### src/rtl/flash_guard_pkg.sv
package flash_guard_pkg;

    ////////////////////////////////////////////////////////////////////////
    // Sizes.
    localparam int NUM_BANKS = 2;
    localparam int BANK_W = 1;
    localparam int ADDR_W = 4;
    localparam int DATA_W = 8;

    ////////////////////////////////////////////////////////////////////////
    // Register offsets.
    localparam logic [ADDR_W-1:0] OFS_BANK = 4'h0;
    localparam logic [ADDR_W-1:0] OFS_CFG = 4'h3;
    localparam logic [ADDR_W-1:0] OFS_PROT = 4'h4;
    localparam logic [ADDR_W-1:0] OFS_STAT = 4'h5;

    ////////////////////////////////////////////////////////////////////////
    // Status register fields.
    localparam int ST_BUF_EMPTY = 7;
    localparam int ST_CMD_DONE = 6;
    localparam int ST_PROT_VIOL = 5;
    localparam int ST_ACC_ERR = 4;
    localparam int ST_BLANK = 2;
    localparam int ST_FAIL = 1;

    // Configuration register fields.
    localparam int CFG_BE_IE = 7;
    localparam int CFG_CD_IE = 6;

    // Protection register fields.
    localparam int PROT_POL = 7;
    localparam int PROT_HI_OFF = 5;
    localparam int PROT_HI_SZ_MSB = 4;
    localparam int PROT_HI_SZ_LSB = 3;
    localparam int PROT_LO_OFF = 2;
    localparam int PROT_LO_SZ_MSB = 1;
    localparam int PROT_LO_SZ_LSB = 0;

    ////////////////////////////////////////////////////////////////////////
    // Values after reset.
    localparam logic [DATA_W-1:0] RST_PROT = 8'hFF;
    localparam logic RST_BE_IE = 1'b0;
    localparam logic RST_CD_IE = 1'b0;
    localparam logic [BANK_W-1:0] RST_BANK = 1'h0;
    localparam logic RST_BUF_EMPTY = 1'b1;
    localparam logic RST_CMD_DONE = 1'b1;
    localparam logic RST_FLAG = 1'b0;

    // Row is the scenario in force, bit is the scenario requested.
    localparam logic [7:0][7:0] SCEN_ALLOWED = {
        8'hFF, 8'h5A, 8'h3C, 8'h18, 8'h08, 8'h0C, 8'h0A, 8'h0F
    };

    ////////////////////////////////////////////////////////////////////////
    // Types.
    typedef enum logic [1:0] {
        SEQ_IDLE = 2'b00,
        SEQ_ARRAY = 2'b01,
        SEQ_CMD = 2'b11
    } seq_state_t;

    typedef struct packed {
        logic [ADDR_W-1:0] addr;
        logic [DATA_W-1:0] wdata;
        logic wr;
        logic rd;
    } reg_req_t;

    typedef struct packed {
        logic [BANK_W-1:0] bank;
        logic array_write;
        logic cmd_write;
        logic cmd_illegal;
        logic seq_viol;
        logic prot_hit;
        logic abort_erase;
        logic cpu_stop;
        logic buf_taken;
        logic all_done;
        logic verify_done;
        logic verify_blank;
        logic op_err;
        logic prot_load;
        logic [DATA_W-1:0] prot_value;
    } engine_evt_t;

endpackage : flash_guard_pkg

### src/rtl/flash_protect_status.sv
// Design decision made here: the address-and-strobe port.
`timescale 1ns/1ps
module flash_protect_status (
    // Clock and reset.
    input wire logic clk,
    input wire logic nrst,
    // Register port.
    input flash_guard_pkg::reg_req_t req,
    output logic [flash_guard_pkg::DATA_W-1:0] rd_data,
    // Mode strap from a pin.
    input wire logic special_mode_pin,
    // Events from the command engine.
    input flash_guard_pkg::engine_evt_t evt,
    // Commands to the engine.
    output logic cmd_launch,
    output logic [flash_guard_pkg::BANK_W-1:0] launch_bank,
    output logic cmd_discard,
    output logic [flash_guard_pkg::NUM_BANKS-1:0][7:0] prot_cfg_reg,
    // Interrupt request.
    output logic irq
);

    localparam int NB = flash_guard_pkg::NUM_BANKS;

    ////////////////////////////////////////////////////////////////////////
    // Declarations.
    flash_guard_pkg::seq_state_t seq_state;
    logic [flash_guard_pkg::BANK_W-1:0] seq_bank;
    logic [flash_guard_pkg::BANK_W-1:0] bank_sel;
    logic buf_empty_irq_en;
    logic cmd_done_irq_en;
    logic buf_empty_flag;
    logic cmd_done_flag;
    logic next_buf_empty;
    logic special_meta;
    logic special_mode;
    logic [NB-1:0] prot_viol_flag;
    logic [NB-1:0] access_err_flag;
    logic [NB-1:0] fail_flag;
    logic [NB-1:0] blank_flag;
    logic [NB-1:0] set_prot_viol_flag;
    logic [NB-1:0] set_access_err_flag;
    logic [NB-1:0] set_fail;
    logic [NB-1:0] set_blank;
    logic [NB-1:0] clr_prot_viol_flag;
    logic [NB-1:0] clr_access_err_flag;
    logic [NB-1:0] clr_fail;
    logic [NB-1:0] clr_blank;
    logic wr_bank;
    logic wr_cfg;
    logic wr_prot;
    logic wr_stat;
    logic be_wr1;
    logic be_wr0;
    logic in_seq;
    logic any_err;
    logic seq_start;
    logic abort0;
    logic stray1;
    logic seq_err;
    logic launch_ok;
    logic discard;
    logic [7:0] status_byte;

    ////////////////////////////////////////////////////////////////////////
    // Helpers for the protection register.
    function automatic logic [2:0] scenario(input logic [7:0] v);
        scenario = {v[flash_guard_pkg::PROT_POL],
                    v[flash_guard_pkg::PROT_HI_OFF],
                    v[flash_guard_pkg::PROT_LO_OFF]};
    endfunction : scenario

    function automatic logic [7:0] prot_merge(input logic [7:0] cur,
                                              input logic [7:0] req_v);
        logic [7:0] m;
        m = cur;
        m[flash_guard_pkg::PROT_POL] = req_v[flash_guard_pkg::PROT_POL];
        m[flash_guard_pkg::PROT_HI_OFF] = req_v[flash_guard_pkg::PROT_HI_OFF];
        m[flash_guard_pkg::PROT_LO_OFF] = req_v[flash_guard_pkg::PROT_LO_OFF];
        if (cur[flash_guard_pkg::PROT_HI_OFF]) begin
            m[4:3] = req_v[4:3];
        end
        if (cur[flash_guard_pkg::PROT_LO_OFF]) begin
            m[1:0] = req_v[1:0];
        end
        prot_merge = m;
    endfunction : prot_merge

    ////////////////////////////////////////////////////////////////////////
    // Address decode of writes.
    always_comb begin
        wr_bank = 1'b0;
        wr_cfg = 1'b0;
        wr_prot = 1'b0;
        wr_stat = 1'b0;
        if (!req.wr) begin
            wr_bank = 1'b0;
        end else if (req.addr == flash_guard_pkg::OFS_BANK) begin
            wr_bank = 1'b1;
        end else if (req.addr == flash_guard_pkg::OFS_CFG) begin
            wr_cfg = 1'b1;
        end else if (req.addr == flash_guard_pkg::OFS_PROT) begin
            wr_prot = 1'b1;
        end else if (req.addr == flash_guard_pkg::OFS_STAT) begin
            wr_stat = 1'b1;
        end
    end

    ////////////////////////////////////////////////////////////////////////
    // Command sequence tracking.
    assign be_wr1 = wr_stat && req.wdata[flash_guard_pkg::ST_BUF_EMPTY];
    assign be_wr0 = wr_stat && !req.wdata[flash_guard_pkg::ST_BUF_EMPTY];
    assign in_seq = seq_state != flash_guard_pkg::SEQ_IDLE;
    assign any_err = |prot_viol_flag || |access_err_flag;
    assign seq_start = evt.array_write && !in_seq && buf_empty_flag
                       && !any_err;
    assign abort0 = be_wr0 && in_seq;
    assign stray1 = be_wr1 && seq_state == flash_guard_pkg::SEQ_ARRAY;
    assign seq_err = in_seq && (abort0 || stray1 || evt.seq_viol);
    assign launch_ok = be_wr1 && seq_state == flash_guard_pkg::SEQ_CMD
                       && !any_err && !fail_flag[seq_bank];
    assign discard = evt.op_err && !buf_empty_flag;

    always_ff @(posedge clk or negedge nrst) begin
        if (!nrst) begin
            seq_state <= flash_guard_pkg::SEQ_IDLE;
            seq_bank <= flash_guard_pkg::RST_BANK;
        end else begin
            case (seq_state)
                flash_guard_pkg::SEQ_IDLE: begin
                    if (seq_start) begin
                        seq_state <= flash_guard_pkg::SEQ_ARRAY;
                        seq_bank <= evt.bank;
                    end
                end
                flash_guard_pkg::SEQ_ARRAY: begin
                    if (seq_err || evt.prot_hit) begin
                        seq_state <= flash_guard_pkg::SEQ_IDLE;
                    end else if (evt.cmd_write) begin
                        seq_state <= evt.cmd_illegal
                                     ? flash_guard_pkg::SEQ_IDLE
                                     : flash_guard_pkg::SEQ_CMD;
                    end
                end
                flash_guard_pkg::SEQ_CMD: begin
                    if (seq_err || evt.prot_hit || launch_ok) begin
                        seq_state <= flash_guard_pkg::SEQ_IDLE;
                    end
                end
                default: begin
                    seq_state <= flash_guard_pkg::SEQ_IDLE;
                end
            endcase
        end
    end

    ////////////////////////////////////////////////////////////////////////
    // Shared buffer flags.
    always_comb begin
        next_buf_empty = buf_empty_flag;
        if (launch_ok) begin
            next_buf_empty = 1'b0;
        end else if (evt.buf_taken || discard) begin
            next_buf_empty = 1'b1;
        end
    end

    always_ff @(posedge clk or negedge nrst) begin
        if (!nrst) begin
            buf_empty_flag <= flash_guard_pkg::RST_BUF_EMPTY;
        end else begin
            buf_empty_flag <= next_buf_empty;
        end
    end

    // Command-done follows the buffer flag down and rises only on full idle.
    always_ff @(posedge clk or negedge nrst) begin
        if (!nrst) begin
            cmd_done_flag <= flash_guard_pkg::RST_CMD_DONE;
        end else if (!next_buf_empty) begin
            cmd_done_flag <= 1'b0;
        end else if (evt.all_done) begin
            cmd_done_flag <= 1'b1;
        end
    end

    always_ff @(posedge clk or negedge nrst) begin
        if (!nrst) begin
            cmd_launch <= 1'b0;
            launch_bank <= flash_guard_pkg::RST_BANK;
            cmd_discard <= 1'b0;
        end else begin
            cmd_launch <= launch_ok;
            launch_bank <= seq_bank;
            cmd_discard <= discard;
        end
    end

    ////////////////////////////////////////////////////////////////////////
    // Per-bank status flags.
    for (genvar b = 0; b < NB; b++) begin : g_bank
        localparam int BI = b;
        logic own_sw;
        logic own_evt;
        logic own_seq;
        assign own_sw = wr_stat && bank_sel == BI[flash_guard_pkg::BANK_W-1:0];
        assign own_evt = evt.bank == BI[flash_guard_pkg::BANK_W-1:0];
        assign own_seq = seq_bank == BI[flash_guard_pkg::BANK_W-1:0];
        assign set_prot_viol_flag[b] = evt.prot_hit && own_evt;
        assign set_access_err_flag[b] = (seq_err && own_seq)
            || (own_evt && ((evt.cmd_write && evt.cmd_illegal)
            || evt.abort_erase || evt.op_err
            || (evt.cpu_stop && !cmd_done_flag)));
        assign set_fail[b] = evt.verify_done && !evt.verify_blank
                             && own_evt;
        assign set_blank[b] = evt.verify_done && evt.verify_blank
                              && own_evt;
        assign clr_prot_viol_flag[b] = own_sw
                              && req.wdata[flash_guard_pkg::ST_PROT_VIOL];
        assign clr_access_err_flag[b] = own_sw
                               && req.wdata[flash_guard_pkg::ST_ACC_ERR];
        assign clr_fail[b] = own_sw && special_mode
                             && req.wdata[flash_guard_pkg::ST_FAIL];
        assign clr_blank[b] = launch_ok && own_seq;

        flag_bit #(.RESET_VAL(flash_guard_pkg::RST_FLAG)) u_prot_viol_flag (
            .clk(clk), .nrst(nrst), .set(set_prot_viol_flag[b]),
            .clr(clr_prot_viol_flag[b]), .q(prot_viol_flag[b])
        );
        flag_bit #(.RESET_VAL(flash_guard_pkg::RST_FLAG)) u_access_err_flag (
            .clk(clk), .nrst(nrst), .set(set_access_err_flag[b]),
            .clr(clr_access_err_flag[b]), .q(access_err_flag[b])
        );
        flag_bit #(.RESET_VAL(flash_guard_pkg::RST_FLAG)) u_fail (
            .clk(clk), .nrst(nrst), .set(set_fail[b]),
            .clr(clr_fail[b]), .q(fail_flag[b])
        );
        flag_bit #(.RESET_VAL(flash_guard_pkg::RST_FLAG)) u_blank (
            .clk(clk), .nrst(nrst), .set(set_blank[b]),
            .clr(clr_blank[b]), .q(blank_flag[b])
        );
    end

    ////////////////////////////////////////////////////////////////////////
    // Protection registers, one per bank.
    always_ff @(posedge clk or negedge nrst) begin
        if (!nrst) begin
            prot_cfg_reg <= {NB{flash_guard_pkg::RST_PROT}};
        end else begin
            for (int b = 0; b < NB; b++) begin
                if (evt.prot_load
                    && evt.bank == b[flash_guard_pkg::BANK_W-1:0]) begin
                    prot_cfg_reg[b] <= evt.prot_value;
                end else if (wr_prot
                    && bank_sel == b[flash_guard_pkg::BANK_W-1:0]
                    && flash_guard_pkg::SCEN_ALLOWED
                       [scenario(prot_cfg_reg[b])]
                       [scenario(req.wdata)]) begin
                    prot_cfg_reg[b] <= prot_merge(prot_cfg_reg[b],
                                                  req.wdata);
                end
            end
        end
    end

    ////////////////////////////////////////////////////////////////////////
    // Configuration, bank select and mode strap.
    always_ff @(posedge clk or negedge nrst) begin
        if (!nrst) begin
            buf_empty_irq_en <= flash_guard_pkg::RST_BE_IE;
            cmd_done_irq_en <= flash_guard_pkg::RST_CD_IE;
        end else if (wr_cfg) begin
            buf_empty_irq_en <= req.wdata[flash_guard_pkg::CFG_BE_IE];
            cmd_done_irq_en <= req.wdata[flash_guard_pkg::CFG_CD_IE];
        end
    end

    always_ff @(posedge clk or negedge nrst) begin
        if (!nrst) begin
            bank_sel <= flash_guard_pkg::RST_BANK;
        end else if (wr_bank) begin
            bank_sel <= req.wdata[flash_guard_pkg::BANK_W-1:0];
        end
    end

    always_ff @(posedge clk or negedge nrst) begin
        if (!nrst) begin
            special_meta <= 1'b0;
            special_mode <= 1'b0;
        end else begin
            special_meta <= special_mode_pin;
            special_mode <= special_meta;
        end
    end

    always_ff @(posedge clk or negedge nrst) begin
        if (!nrst) begin
            irq <= 1'b0;
        end else begin
            irq <= (buf_empty_flag && buf_empty_irq_en)
                   || (cmd_done_flag && cmd_done_irq_en);
        end
    end

    ////////////////////////////////////////////////////////////////////////
    // Read path.
    always_comb begin
        status_byte = 8'h00;
        status_byte[flash_guard_pkg::ST_BUF_EMPTY] = buf_empty_flag;
        status_byte[flash_guard_pkg::ST_CMD_DONE] = cmd_done_flag;
        status_byte[flash_guard_pkg::ST_PROT_VIOL] = prot_viol_flag[bank_sel];
        status_byte[flash_guard_pkg::ST_ACC_ERR] = access_err_flag[bank_sel];
        status_byte[flash_guard_pkg::ST_BLANK] = blank_flag[bank_sel];
        status_byte[flash_guard_pkg::ST_FAIL] = fail_flag[bank_sel];
    end

    always_ff @(posedge clk or negedge nrst) begin
        if (!nrst) begin
            rd_data <= 8'h00;
        end else if (!req.rd) begin
            rd_data <= 8'h00;
        end else if (req.addr == flash_guard_pkg::OFS_BANK) begin
            rd_data <= {{(8 - flash_guard_pkg::BANK_W){1'b0}}, bank_sel};
        end else if (req.addr == flash_guard_pkg::OFS_CFG) begin
            rd_data <= {buf_empty_irq_en, cmd_done_irq_en, 6'h00};
        end else if (req.addr == flash_guard_pkg::OFS_PROT) begin
            rd_data <= prot_cfg_reg[bank_sel];
        end else if (req.addr == flash_guard_pkg::OFS_STAT) begin
            rd_data <= status_byte;
        end else begin
            rd_data <= 8'h00;
        end
    end
endmodule : flash_protect_status

### src/rtl/flag_bit.sv
`timescale 1ns/1ps
module flag_bit #(
    parameter logic RESET_VAL = 1'b0
) (
    // Clock and reset.
    input wire logic clk,
    input wire logic nrst,
    // Set and clear requests; a set in the clearing cycle wins.
    input wire logic set,
    input wire logic clr,
    // Flag.
    output logic q
);

    always_ff @(posedge clk or negedge nrst) begin
        if (!nrst) begin
            q <= RESET_VAL;
        end else if (set) begin
            q <= 1'b1;
        end else if (clr) begin
            q <= 1'b0;
        end
    end

endmodule : flag_bit

### config.mk
export PLATFORM = sky130hd
export DESIGN_NAME = flash_protect_status
export DESIGN_NICKNAME = d
export VERILOG_FILES = /design/src/rtl/flash_guard_pkg.sv /design/src/rtl/flash_protect_status.sv /design/src/rtl/flag_bit.sv
export SDC_FILE = /design/constraint.sdc
export NUM_CORES = 1
export LEC_CHECK = 0
export ABC_AREA = 1
export BUFFER_PORTS_ARGS = -buffer_cell sky130_fd_sc_hd__buf_2
export CORE_MARGIN = 2
export CORE_UTILIZATION = 55
export CTS_CLUSTER_DIAMETER = 50
export DETAILED_ROUTE_END_ITERATION = 12
export GPL_TIMING_DRIVEN = 0
export PLACE_DENSITY = 0.85
export SYNTH_ARGS = -nofsm -noshare
export SYNTH_HDL_FRONTEND = slang
export SYNTH_SLANG_ARGS = --single-unit
### constraint.sdc
create_clock -name clk -period 2.9 [get_ports clk]
set_input_delay 0.29 -clock clk [delete_from_list [all_inputs] [get_ports clk]]
set_output_delay 0.29 -clock clk [all_outputs]
set_load 0.02 [all_outputs]
* After elaboration in Yosys (flattened, before gate mapping) *
Memories as Yosys holds them, arrays and structs flattened.
Cells that the tools add are included.

operators by class
  bitwise gates (word level) = 3
  eq/ne operators = 9
  order comparisons = 5
  mux-type cells = 71
  reduce and logical (&&, ||, !) cells = 90

operator list
  cell                                                                           number
  8-bit two-way mux                                                              13
  1-bit logical AND                                                              46
  1-bit two-way mux                                                              46
  2-bit nonzero test                                                             15
  2-bit two-way mux                                                              9
  1-bit logical OR                                                               12
  3-bit by 4-bit less-than comparator with 1-bit output (second input constant)  3
  2-bit AND reduction                                                            5
  4-bit by 3-bit equality test with 1-bit output (second input constant)         2
  1-bit logical NOT                                                              7
  1-bit binary-select mux with 3-bit select                                      2
  2-bit case mux with 3 select lines                                             1
  4-bit by 2-bit equality test with 1-bit output (second input constant)         1
  4-bit logical NOT                                                              1
  1-bit by 2-bit less-than comparator with 1-bit output (second input constant)  2
  2-bit inequality test (second input constant)                                  2
  2-bit OR reduction                                                             2
  3-bit by 2-bit inequality test with 1-bit output (second input constant)       1
  1-bit inverter                                                                 3
  3-bit AND reduction                                                            1
  2-bit by 1-bit equality test with 1-bit output (second input constant)         1
  2-bit equality test (second input constant)                                    1
  2-bit logical NOT                                                              1
  2-bit by 1-bit inequality test with 1-bit output (second input constant)       1

storage, ports and cells
  register bits = 46
  output and inout port bits = 28
  memory bits (read-only) = 128
  input port bits = 39
  memories kept = 2
  word-level logic and storage cells = 210

memory list
  name             words  bits a word  read ports  clocked after memory_dff  wr ports  line                         RTL
  (no name shown)  8      8            1           0                         0         flash_protect_status.sv:256  && flash_guard_pkg::SCEN_ALLOWED
  (no name shown)  8      8            1           0                         0         flash_protect_status.sv:256

* Depth between registers and ports, before layout *
Gate-level depths: netlist of the first run.

  word-level depth = 15
  mapped depth = 11
  mapped depth without buffers = 10

* Cells and area by module *
Synthesis of the first run repeated with hierarchy kept, for this count alone.

unflattened totals
  cells, all modules = 381
  area, all modules = 2,746.4 um2

modules (own cells, without submodules)
  module                cells an instance  area each (um2)  instances  seq. area each (um2)
  flash_protect_status  341                2,426.1          1          973.4
  flag_bit              5                  40.0             8          25.0

* Worst setup path before layout of the first run *
No wires, ideal clock.

  path type = reg2reg
  from = register prot_cfg_reg[13] (netlist bit)
  to = register prot_cfg_reg[10] (netlist bit)
  setup time = 79 ps
  cell stages (with the launch flop) = 11
  required time = 2,821 ps
  period minus slack after synthesis = 1,549 ps
  setup slack = 1,351 ps
  data arrival time = 1,470 ps
  path buffers = 0
  cell sequence = dfstp_2 -> ha_1 -> nor2_1 -> nor2_1 -> nand3_1 -> nand2_1 -> nand2_1 -> nand2_2 -> nand2_4 -> nand2_1 -> o21ai_0

between the ends
  longest elaborated chain between the ends = 6

ends and longest elaborated chain
  what                                       line                         RTL
  start: declaration                         flash_protect_status.sv:18   output logic [flash_guard_pkg::NUM_BANKS-1:0][7:0] prot_cfg_reg,
  start signal: assignment                   flash_protect_status.sv:248  prot_cfg_reg <= {NB{flash_guard_pkg::RST_PROT}};
  start signal: indexed assignment           flash_protect_status.sv:253  prot_cfg_reg[b] <= evt.prot_value;
  start signal: indexed assignment           flash_protect_status.sv:259  prot_cfg_reg[b] <= prot_merge(prot_cfg_reg[b],
  memory read 8 x 8 bit                      --
  8-bit two-way mux (not written as such)    flash_protect_status.sv:256
  1-bit binary-select mux with 3-bit select  flash_protect_status.sv:256
  1-bit two-way mux (not written as such)    flash_protect_status.sv:256
  1-bit logical AND                          flash_protect_status.sv:256
  2-bit nonzero test (no line)               --

Every way passes these cells. The select of a mux whose other input is x is not followed.
A chain may end at the register's enable or synchronous reset.

* Final worst setup path of the first run *
  from = register prot_cfg_reg[13] (netlist bit)
  to = register prot_cfg_reg[15] (netlist bit)

The elaborated chain is that of the path after synthesis.

==> out/qor.txt, run 1 <==
status - finished clean
final setup fails - 0
Final TNS setup - 0 ps
gr usage total - 26.27%
Root Buffer - clkbuf_8
R2R cell count - 10
Slew Limit Headroom - 31.59%
drt total wl - 6437 um
Post-Syn Nets - 401
max reg flops - 16
crit start category - flip-flop
Worst path most repeated cell - nand2_1
Final Critical Period - 1679 ps
Slew Viols, Final - 0
Post-CTS Hold Fix Bufs - 0
initial core utilization - 56.19%
latest clock arrival within the worst-skew pair - 310 ps
Non-Filler Instances - 485
# IOs - 67
P_leak - 1.670 nW
Iteration-0 DRC Markers - 255
Critical R2R Capture - prot_cfg_reg[15]$_DFFE_PN1P_
Yosys warning total - 0
core area - 4661 um^2
Max Cap Viol - 0
Die Area - 5329 um^2
internal power - 0.001043 W
GPL Wtd Cong - 0.8839
pwr dens - 517.4 nW/um^2
crit path DAT - 1900 ps
Vias/cell - 5.338
total grt overflow - 0
initial antenna violation count - 0
EDFF count, synth - 0
DIE WIDTH - 73 um
Hold Crit Start - special_mode_pin
Commonest cells post-synth - nand2_1 (111), inv_1 (44), nand3_1 (39), o21ai_0 (38), dfrtp_1 (28)
Hold Crit Endpoint - special_meta$_DFF_PN0_
DR WL/cell - 13.27 um
H-tree Lvls - 2
antenna viol nets, final - 0
Hold Vio Cnt, Final - 0
first-pass GRT wire length - 10900 um
worst min-delay path class - primary input to flip-flop
WP buf/inv - 0
layout cell share with drive strength beyond 1 - 25.06%
critical path's largest stage delay - 630 ps
RR Startpoint - prot_cfg_reg[13]$_DFFE_PN1P_
Crit path max-delay family - simple AND/OR/NAND/NOR gates
Reg power frac - 49.1%
Post-synth ARST share - 100.0%
Crit Path Class - flip-flop to flip-flop
post-synth top area cell - dfrtp_1
Synth-to-Final Area Change - 18.30%
Mapped Avg Cell Area - 7.315 um^2
cts repair resizes - 0
Synth area leaders - dfrtp_1 (27%), dfstp_2 (18%), nand2_1 (16%)
worst hold stages - 1
count of input and output buffers - 65
row count - 25
Worst Setup End Kind - flip-flop
nets@finish - 473
largest net degree at the start of global routing - 47
dpl hpwl - 4980 um
crit path max-delay cell type - dfstp_2
Gate Count Post-Synth - 358
flop2flop setup slack - 1220 ps
Post-synth top flop - dfrtp_1
buffer count from post-CTS setup fixing - 0
upper clock frequency limit - 595.6 MHz
Clk pwr share - 24.6%
Synth top area share - 26.76%
switching pwr - 0.0005603 W
1st-pass router iterations - 5
clock skew - 8.290 ps
Inserted Clock Buffers - 5
Cell Chain, Critical Path - ha_1 -> nor2_1 -> nor2_1 -> nand3_1 -> nand2_1 -> nand2_1 -> nand2_2 -> nand2_4 -> nand2_1 -> o21ai_0
fin crit share - 57.89%
Vias - 2589
RSZ-0062 raised after global routing - false
Seq cells post-synth - 46
worst vdd ir - 311.7 uV
synth unique cells - 32
placed cells - 477
die height - 73 um
combinational cell fraction of total power - 26.3%
CTS max path bufs - 2
Slew @ Worst Pin - 1026 ps
CTS tree - yes
switching part of the total power - 34.96%
top-count cell post-synth - nand2_1
Reg clk slew, reported paths - 90 ps
Final Util - 66.47%
DRC - 0
Crit Path Max Fanout - 10
vias in the first global route - 2437
Num Clock Sinks - 46
Seq/Total Area, Yosys - 44.82%
n_diodes - 0
Netlist Area Pre-Place - 2619 um^2
WP data required - 3120 ps
[cell families after synthesis]
logic type / share of synthesized area [%]
buf+inv: 8.409
flops: 44.82
mux: 0.3822
fa+ha+maj: 1.911
simple gates: 31.15
compound gates: 13.33
[cell usage in the layout, fill, tap and decap left out]
cell type,synthesis,routed
buf_2,5,70
o211ai_1,3,3
nand4_1,3,3
nand2_1,111,111
nor3_1,1,1
dfrtp_1,28,28
o21ai_1,3,3
o31ai_1,1,1
a31oi_1,1,1
nand3_2,1,1
mux2i_1,1,1
dfstp_2,18,18
a21oi_2,2,2
nand3b_2,1,1
ha_1,4,4
nand3_1,39,39
a21oi_1,13,13
o21ai_0,38,38
clkinv_1,1,1
inv_1,44,44
nand3b_1,1,1
clkinv_4,0,1
nor4_1,2,2
a211oi_1,1,1
nand2_4,2,2
nor2_4,1,1
a41oi_1,1,1
nand2_2,3,3
clkbuf_8,0,5
buf_6,1,1
nor2_1,23,23
o221ai_1,1,1
inv_2,2,2
clkbuf_1,2,3
clkinv_2,0,1
[layer usage]
metal | track usage (%) | vias up | routed length (um)
li1 | - | 1303 | -
met1 | 33.89 | 1183 | 2940
met2 | 44.54 | 90 | 3069
met3 | 5.801 | 13 | 357
met4 | 6.790 | 0 | 70
met5 | 0 | - | 0
[power groups by stage]
stage	Sequential, W	Clock, W	Combinational (W)
final	0.000787	0.000394	0.000422
after global routing	0.000796	0.000421	0.000484
after CTS	0.000786	0.000393	0.000422
after detailed placement	0.000798	0	0.000419
after global placement	0.000796	0	0.000411
after floorplan	0.000834	0	0.000230
[layout make-up]
class / instances / area (um^2)
buffer: 8 / 43.79
clock buffer: 6 / 72.57
clock inverter: 2 / 13.76
fill: 421 / 1563
inverter: 47 / 176.4
multi-input combinational: 257 / 1225
sequential: 46 / 1174
tap: 54 / 67.56
timing repair buffer: 65 / 325.3
[through the flow]
step                total power, W  instance area (um^2)  setup slack (ps)  hold WS, ps
finish                    0.001603                  3098              1221        83.92
global route              0.001701                  3098              1065        67.49
CTS                       0.001600                  3098              1226        83.35
detailed placement        0.001217                  3012              1244        339.7
global placement          0.001207                  3012              1299        333.3
floorplan                 0.001065                  2619              1351       -5.591
[how the worst max path moves through the flow]
stage	start	slack, ps	cells after the start	to
floorplan	prot_cfg_reg[13]$_DFFE_PN1P_	1350	10	prot_cfg_reg[10]$_DFFE_PN1P_
global placement	prot_cfg_reg[13]$_DFFE_PN1P_	1300	10	prot_cfg_reg[15]$_DFFE_PN1P_
detailed placement	prot_cfg_reg[13]$_DFFE_PN1P_	1240	10	prot_cfg_reg[15]$_DFFE_PN1P_
CTS	prot_cfg_reg[13]$_DFFE_PN1P_	1230	10	prot_cfg_reg[15]$_DFFE_PN1P_
global route	prot_cfg_reg[13]$_DFFE_PN1P_	1060	10	prot_cfg_reg[13]$_DFFE_PN1P_
finish	prot_cfg_reg[13]$_DFFE_PN1P_	1220	10	prot_cfg_reg[15]$_DFFE_PN1P_
(Power assumes the default switching activity.)
==> inputs of run 2 (changes only) <==
Settings changed: ABC_AREA 1 to 0, CORE_UTILIZATION 55 to 52, PLACE_DENSITY 0.85 to 0.82.
Clock period 2.9 ns to 1.6 ns, I/O delays scaled along.
==> run 2 against run 1 <==
Net effect:
- the run now ends with setup timing left
- setup slack worse by 1700 ps
- utilization up 6.0 points
- via count up 2.0%
- hold slack worse by 70 ps
- sequential power up 78%
- critical path depth down 5
- combinational power up 130%
- die area down 0.37%
- first-iteration DRC count up 53%
- clock power up 91%
- flip-flop and latch count unchanged
- largest cell class unchanged
- largest power group unchanged
==> out/qor.txt, run 2 <==
status - finished with violations
failing checks - setup timing
Hold Vio Cnt, Final - 0
Clk pwr share - 24.2%
Post-Syn Nets - 298
Final Util - 72.46%
Seq/Total Area, Yosys - 47.59%
Max Cap Viol - 0
# IOs - 67
initial antenna violation count - 0
row count - 25
Synth top area share - 28.41%
first-pass GRT wire length - 11300 um
Yosys warning total - 0
Synth area leaders - dfrtp_1 (28%), dfstp_2 (19%), mux2i_1 (4.9%)
Inserted Clock Buffers - 5
DRC - 0
Fill cells - 333
latest clock arrival within the worst-skew pair - 310 ps
DR WL/cell - 19.82 um
most frequent cells in the layout - buf_2 (67), dfrtp_1 (27), nor2_1 (24)
Vias - 2641
layout cell share with drive strength beyond 1 - 46.18%
WP data required - 1840 ps
Final Critical Period - 2029 ps
Post-Place Cell Area - 2915 um^2
antenna viol nets, final - 0
core area - 4661 um^2
Synth-to-Final Area Change - 36.94%
Reg clk slew, reported paths - 100 ps
Slew Limit Headroom - 33.98%
worst min-delay path class - primary input to asynchronous set/reset pin
final setup fails - 15
top-count cell post-synth - dfrtp_1
switching part of the total power - 34.89%
Final Cell Area - 3377 um^2
post-synthesis mux area share - 7.610%
Post-Synth Simple-Gate Area - 22.98%
initial core utilization - 52.91%
post-synth top area cell - dfrtp_1
total grt overflow - 0
Worst Setup End Kind - flip-flop
gr usage total - 27.76%
dpl hpwl - 4631 um
Vias/cell - 6.489
fin crit share - 126.8%
post-synthesis compound-gate area fraction - 17.45%
GPL Wtd Cong - 0.9169
Die Area - 5309 um^2
clock skew - 8.456 ps
Post-synth top flop - dfrtp_1
Reg power frac - 45.0%
largest family of logic cells by synthesized area - simple AND/OR/NAND/NOR gates
Netlist Area Pre-Place - 2466 um^2
Crit Path Max Fanout - 5
Synth Area in XOR/XNOR - 0%
Iteration-0 DRC Markers - 390
Root Buffer - clkbuf_8
Commonest cells post-synth - dfrtp_1 (28), nor2_1 (25), nand2_1 (24), o21ai_0 (23), dfstp_2 (18)
Seq cells post-synth - 46
commonest non-fill, non-tap cell in the layout - buf_2
upper clock frequency limit - 492.8 MHz
Slew @ Worst Pin - 990.3 ps
CTS tree - yes
CTS max path bufs - 2
crit start category - flip-flop
die height - 72.87 um
drt total wl - 8065 um
Adder-Cell Fraction of Synth Area - 2.029%
combinational cell fraction of total power - 30.8%
Slew Viols, Final - 0
vias in the first global route - 2394
nets@finish - 395
DIE WIDTH - 72.87 um
pre-CTS setup slack - -599.0 ps
Mapped Avg Cell Area - 9.671 um^2
Post-synth ARST share - 100.0%
H-tree Lvls - 2
P_leak - 1.468 nW
synth unique cells - 43
largest net degree at the start of global routing - 47
n_diodes - 0
worst vdd ir - 663.7 uV
crit path DAT - 2270 ps
1st-pass router iterations - 5
final setup margin - -429.3 ps
EDFF count, synth - 0
Num Clock Sinks - 46
RSZ-0062 raised after global routing - true
internal power - 0.002024 W
count of input and output buffers - 66
max reg flops - 16
Gate Count Post-Synth - 255
switching pwr - 0.001084 W
pwr dens - 920.4 nW/um^2
Crit Path Class - flip-flop to flip-flop
run 2: changes by cell type after synthesis, sizes merged, moves of 8 or more:
cell	previous run	this run
nand2	116	25
a21oi	15	7
a31oi	1	14
inv	46	4
nand3	40	5
o21ai	41	23
or3	0	8
mux2i	1	12
run 2: cells by family after synthesis:
family,count (synthesis)
AO/OA/AOI/OAI,68
adder cells (fa/ha/maj),4
buffers and inverters,13
flip-flops,46
multiplexers,18
AND/OR/NAND/NOR,106
run 2: per-stage QoR:
step | hold WS, ps | setup TNS [ps] | cells | power (W)
6_report | 13.42 | -5191 | 407 | 0.003108
5_1_grt | 56.46 | -5636 | 407 | 0.003225
4_1_cts | 40.26 | -3462 | 403 | 0.002980
3_5_place_dp | 271.3 | -6112 | 375 | 0.002119
3_3_place_gp | 268.4 | -5504 | 375 | 0.002094
2_1_floorplan | -135.6 | -3266 | 255 | 0.001844
run 2: final timing paths:
| check | from | endpoint | slack (ps) | cells after the start |
|---|---|---|---|---|
| worst max-delay path | prot_cfg_reg[15]$_DFFE_PN1P_ | prot_cfg_reg[12]$_DFFE_PN1P_ | -430 | 5 |
| min in group clk | evt[6] | prot_cfg_reg[6]$_DFFE_PN1P_ | 50 | 3 |
| worst min-delay path | nrst | rd_data[6]$_DFF_PN0_ | 10 | 1 |
| worst min register to register | special_meta$_DFF_PN0_ | special_mode$_DFF_PN0_ | 350 | 0 |
| worst max register to register | prot_cfg_reg[15]$_DFFE_PN1P_ | prot_cfg_reg[12]$_DFFE_PN1P_ | -430 | 5 |
| max in group asynchronous | nrst | g_bank[1].own_seq$_DFFE_PN0P_ | 910 | 1 |
run 2: routing by layer:
metal	part of all wire (%)	GRT usage [%]	vias to the layer above
met1	39	37.27	1247
met4	4.3	12.76	0
met2	48	44.55	198
met3	9.0	4.006	42
met5	0	0	-
li1	-	-	1154
run 2: timing repair:
action / in CTS / in global routing
resized for setup: 34 / 24
hold buffers: 1 / 0
endpoints found under the setup margin: 24 / 23
pin swaps: 20 / 10
gates cloned: 0 / 0
endpoints found under the hold margin: 1 / 0
setup buffers: 19 / 5
run 2: cell type report:
type / instances / area (um^2) / area share [%]
repair buffers: 91 / 539.3 / 15.97
multi-input cells: 196 / 1436 / 42.53
clock inverters: 3 / 25.02 / 0.7410
flip-flops and latches: 46 / 1175 / 34.79
well taps: 54 / 67.56 / 2.001
clock buffers: 5 / 68.82 / 2.038
inverters: 4 / 17.52 / 0.5187
plain buffers: 8 / 47.55 / 1.408
run 2: power groups by stage:
stage / logic [W] / clock network [W] / registers [W]
3_3_place_gp: 0.000670 / 0 / 0.00142
3_5_place_dp: 0.000689 / 0 / 0.00143
2_1_floorplan: 0.000349 / 0 / 0.00149
6_report: 0.000958 / 0.000752 / 0.00140
5_1_grt: 0.00102 / 0.000797 / 0.00141
4_1_cts: 0.000861 / 0.000739 / 0.00138
run 2: critical path, stage by stage (launching register included):
cell	delay, ps
dfstp_2	650
ha_4	230
a221o_1	330
o22a_2	240
or3_4	340
a31oi_1	180
==> inputs of run 3 (changes only) <==
Settings changed: SETUP_SLACK_MARGIN from default to 0.3.
==> run 3 against run 2 <==
Net effect:
- hold slack better by 10 ps
- combinational power up 33%
- the run still ends with setup timing left
- first-iteration DRC count down 14%
- via count up 5.6%
==> out/qor.txt, run 3 (synthesis results as in run 2) <==
Crit Path Class - flip-flop to flip-flop
Iteration-0 DRC Markers - 334
worst vdd ir - 679.3 uV
1st-pass router iterations - 7
final setup margin - -384.3 ps
initial antenna violation count - 0
failing checks - setup timing
die height - 72.87 um
CTS max path bufs - 2
most frequent cells in the layout - buf_2 (63), dfrtp_1 (25), nand2_1 (23)
Final Util - 77.85%
clock skew - 11.69 ps
antenna viol nets, final - 0
DRC - 0
Hold Vio Cnt, Final - 0
layout cell share with drive strength beyond 1 - 50.56%
RSZ-0062 raised after global routing - true
WP data required - 1830 ps
Slew Viols, Final - 0
status - finished with violations
Inserted Clock Buffers - 5
Post-Place Cell Area - 2944 um^2
crit path DAT - 2210 ps
fin crit share - 124.0%
Worst Setup End Kind - flip-flop
Synth-to-Final Area Change - 47.13%
dpl hpwl - 4685 um
combinational cell fraction of total power - 37.5%
crit start category - flip-flop
Hold Slack - 23.53 ps
final setup fails - 15
Max Cap Viol - 0
Root Buffer - clkbuf_8
Num Clock Sinks - 46
commonest non-fill, non-tap cell in the layout - buf_2
Vias - 2789
gr usage total - 28.63%
internal power - 0.002216 W
GR peak layer - met2
nets@finish - 398
GPL Wtd Cong - 0.9305
M3 GR Usage - 5.663%
max reg flops - 16
Die Area - 5309 um^2
DIE WIDTH - 72.87 um
row count - 25
Slew @ Worst Pin - 1002 ps
core area - 4661 um^2
drt total wl - 8794 um
total grt overflow - 0
CTS tree - yes
Vias/cell - 6.802
worst min-delay path class - primary input to asynchronous set/reset pin
# IOs - 67
first-pass GRT wire length - 11490 um
switching pwr - 0.001171 W
vias in the first global route - 2387
Final Cell Area - 3628 um^2
initial core utilization - 52.91%
DR WL/cell - 21.45 um
P_leak - 1.550 nW
Reg power frac - 41.3%
H-tree Lvls - 2
Reg clk slew, reported paths - 90 ps
Final Critical Period - 1984 ps
GRT met1 Usage - 37.20%
latest clock arrival within the worst-skew pair - 300 ps
Crit Path Max Fanout - 4
M2 GR Usage - 45.66%
switching part of the total power - 34.57%
pwr dens - 933.5 nW/um^2
n_diodes - 0
Slew Limit Headroom - 33.21%
Final TNS setup - -4510 ps
pre-CTS setup slack - -584.0 ps
count of input and output buffers - 66
Clk pwr share - 21.3%
largest net degree at the start of global routing - 47
upper clock frequency limit - 504.0 MHz
==> run 3: cell count changes in the layout (fill, tap and decap cells not counted), sizes merged <==
| cell | change |
|---|---|
| buf | +2 |
| clkbuf | +2 |
| clkinv | +1 |
| clkinvlp | -1 |
| inv | -1 |
==> run 3: cell type report <==
class                   instances  area, um^2
flip-flops and latches         46        1177
inverters                       4       17.52
repair buffers                 93       639.4
fillers                       265        1032
well taps                      54       67.56
plain buffers                   9       80.08
clock inverters                 2       13.76
clock buffers                   6       72.57
multi-input cells             196        1560
==> run 3: timing repair <==
item                       in CTS  in global routing
resized for setup              55                 44
hold buffers                    1                  0
gates cloned                    1                  1
pin swaps                      21                 18
setup endpoints to repair      36                 38
hold endpoints to repair        1                  0
setup buffers                  18                  6
==> run 3: worst paths after layout <==
| kind | startpoint | to | slack, ps | cells past startpoint |
|---|---|---|---|---|
| worst min-delay path | nrst | rd_data[0]$_DFF_PN0_ | 20 | 1 |
| min in group clk | evt[10] | g_bank[0].u_fail.q$_DFFE_PN0P_ | 50 | 2 |
| worst max register to register | prot_cfg_reg[7]$_DFFE_PN1P_ | prot_cfg_reg[4]$_DFFE_PN1P_ | -380 | 5 |
| worst max-delay path | prot_cfg_reg[7]$_DFFE_PN1P_ | prot_cfg_reg[4]$_DFFE_PN1P_ | -380 | 5 |
| max in group asynchronous | nrst | g_bank[1].own_seq$_DFFE_PN0P_ | 900 | 1 |
| worst min register to register | special_meta$_DFF_PN0_ | special_mode$_DFF_PN0_ | 350 | 0 |
==> run 3: power groups by stage <==
stage / Clock (W) / Sequential (W) / Combinational, W
global placement: 0 / 0.00143 / 0.000687
detailed placement: 0 / 0.00143 / 0.000711
floorplan: 0 / 0.00150 / 0.000362
global route: 0.000786 / 0.00141 / 0.00132
finish: 0.000720 / 0.00140 / 0.00127
CTS: 0.000716 / 0.00138 / 0.00103
==> run 3: routing by layer <==
metal / vias to the layer above / part of all wire [%]
met5: - / 0
met4: 0 / 5.8
met3: 56 / 11
met2: 261 / 46
met1: 1305 / 37
li1: 1167 / -
==> run 3: worst max-delay path, stage by stage, from the launching register on <==
cell and delay [ps]:
dfstp_2 620, ha_4 220, a221o_1 360, o22a_2 220, or3_1 320, a31oi_1 180
==> run 3: metrics by stage <==
| stage | std cells | total power, W |
|---|---|---|
| floorplan | 255 | 0.001857 |
| global placement | 375 | 0.002113 |
| detailed placement | 375 | 0.002141 |
| CTS | 403 | 0.003129 |
| global route | 410 | 0.003514 |
| finish | 410 | 0.003387 |
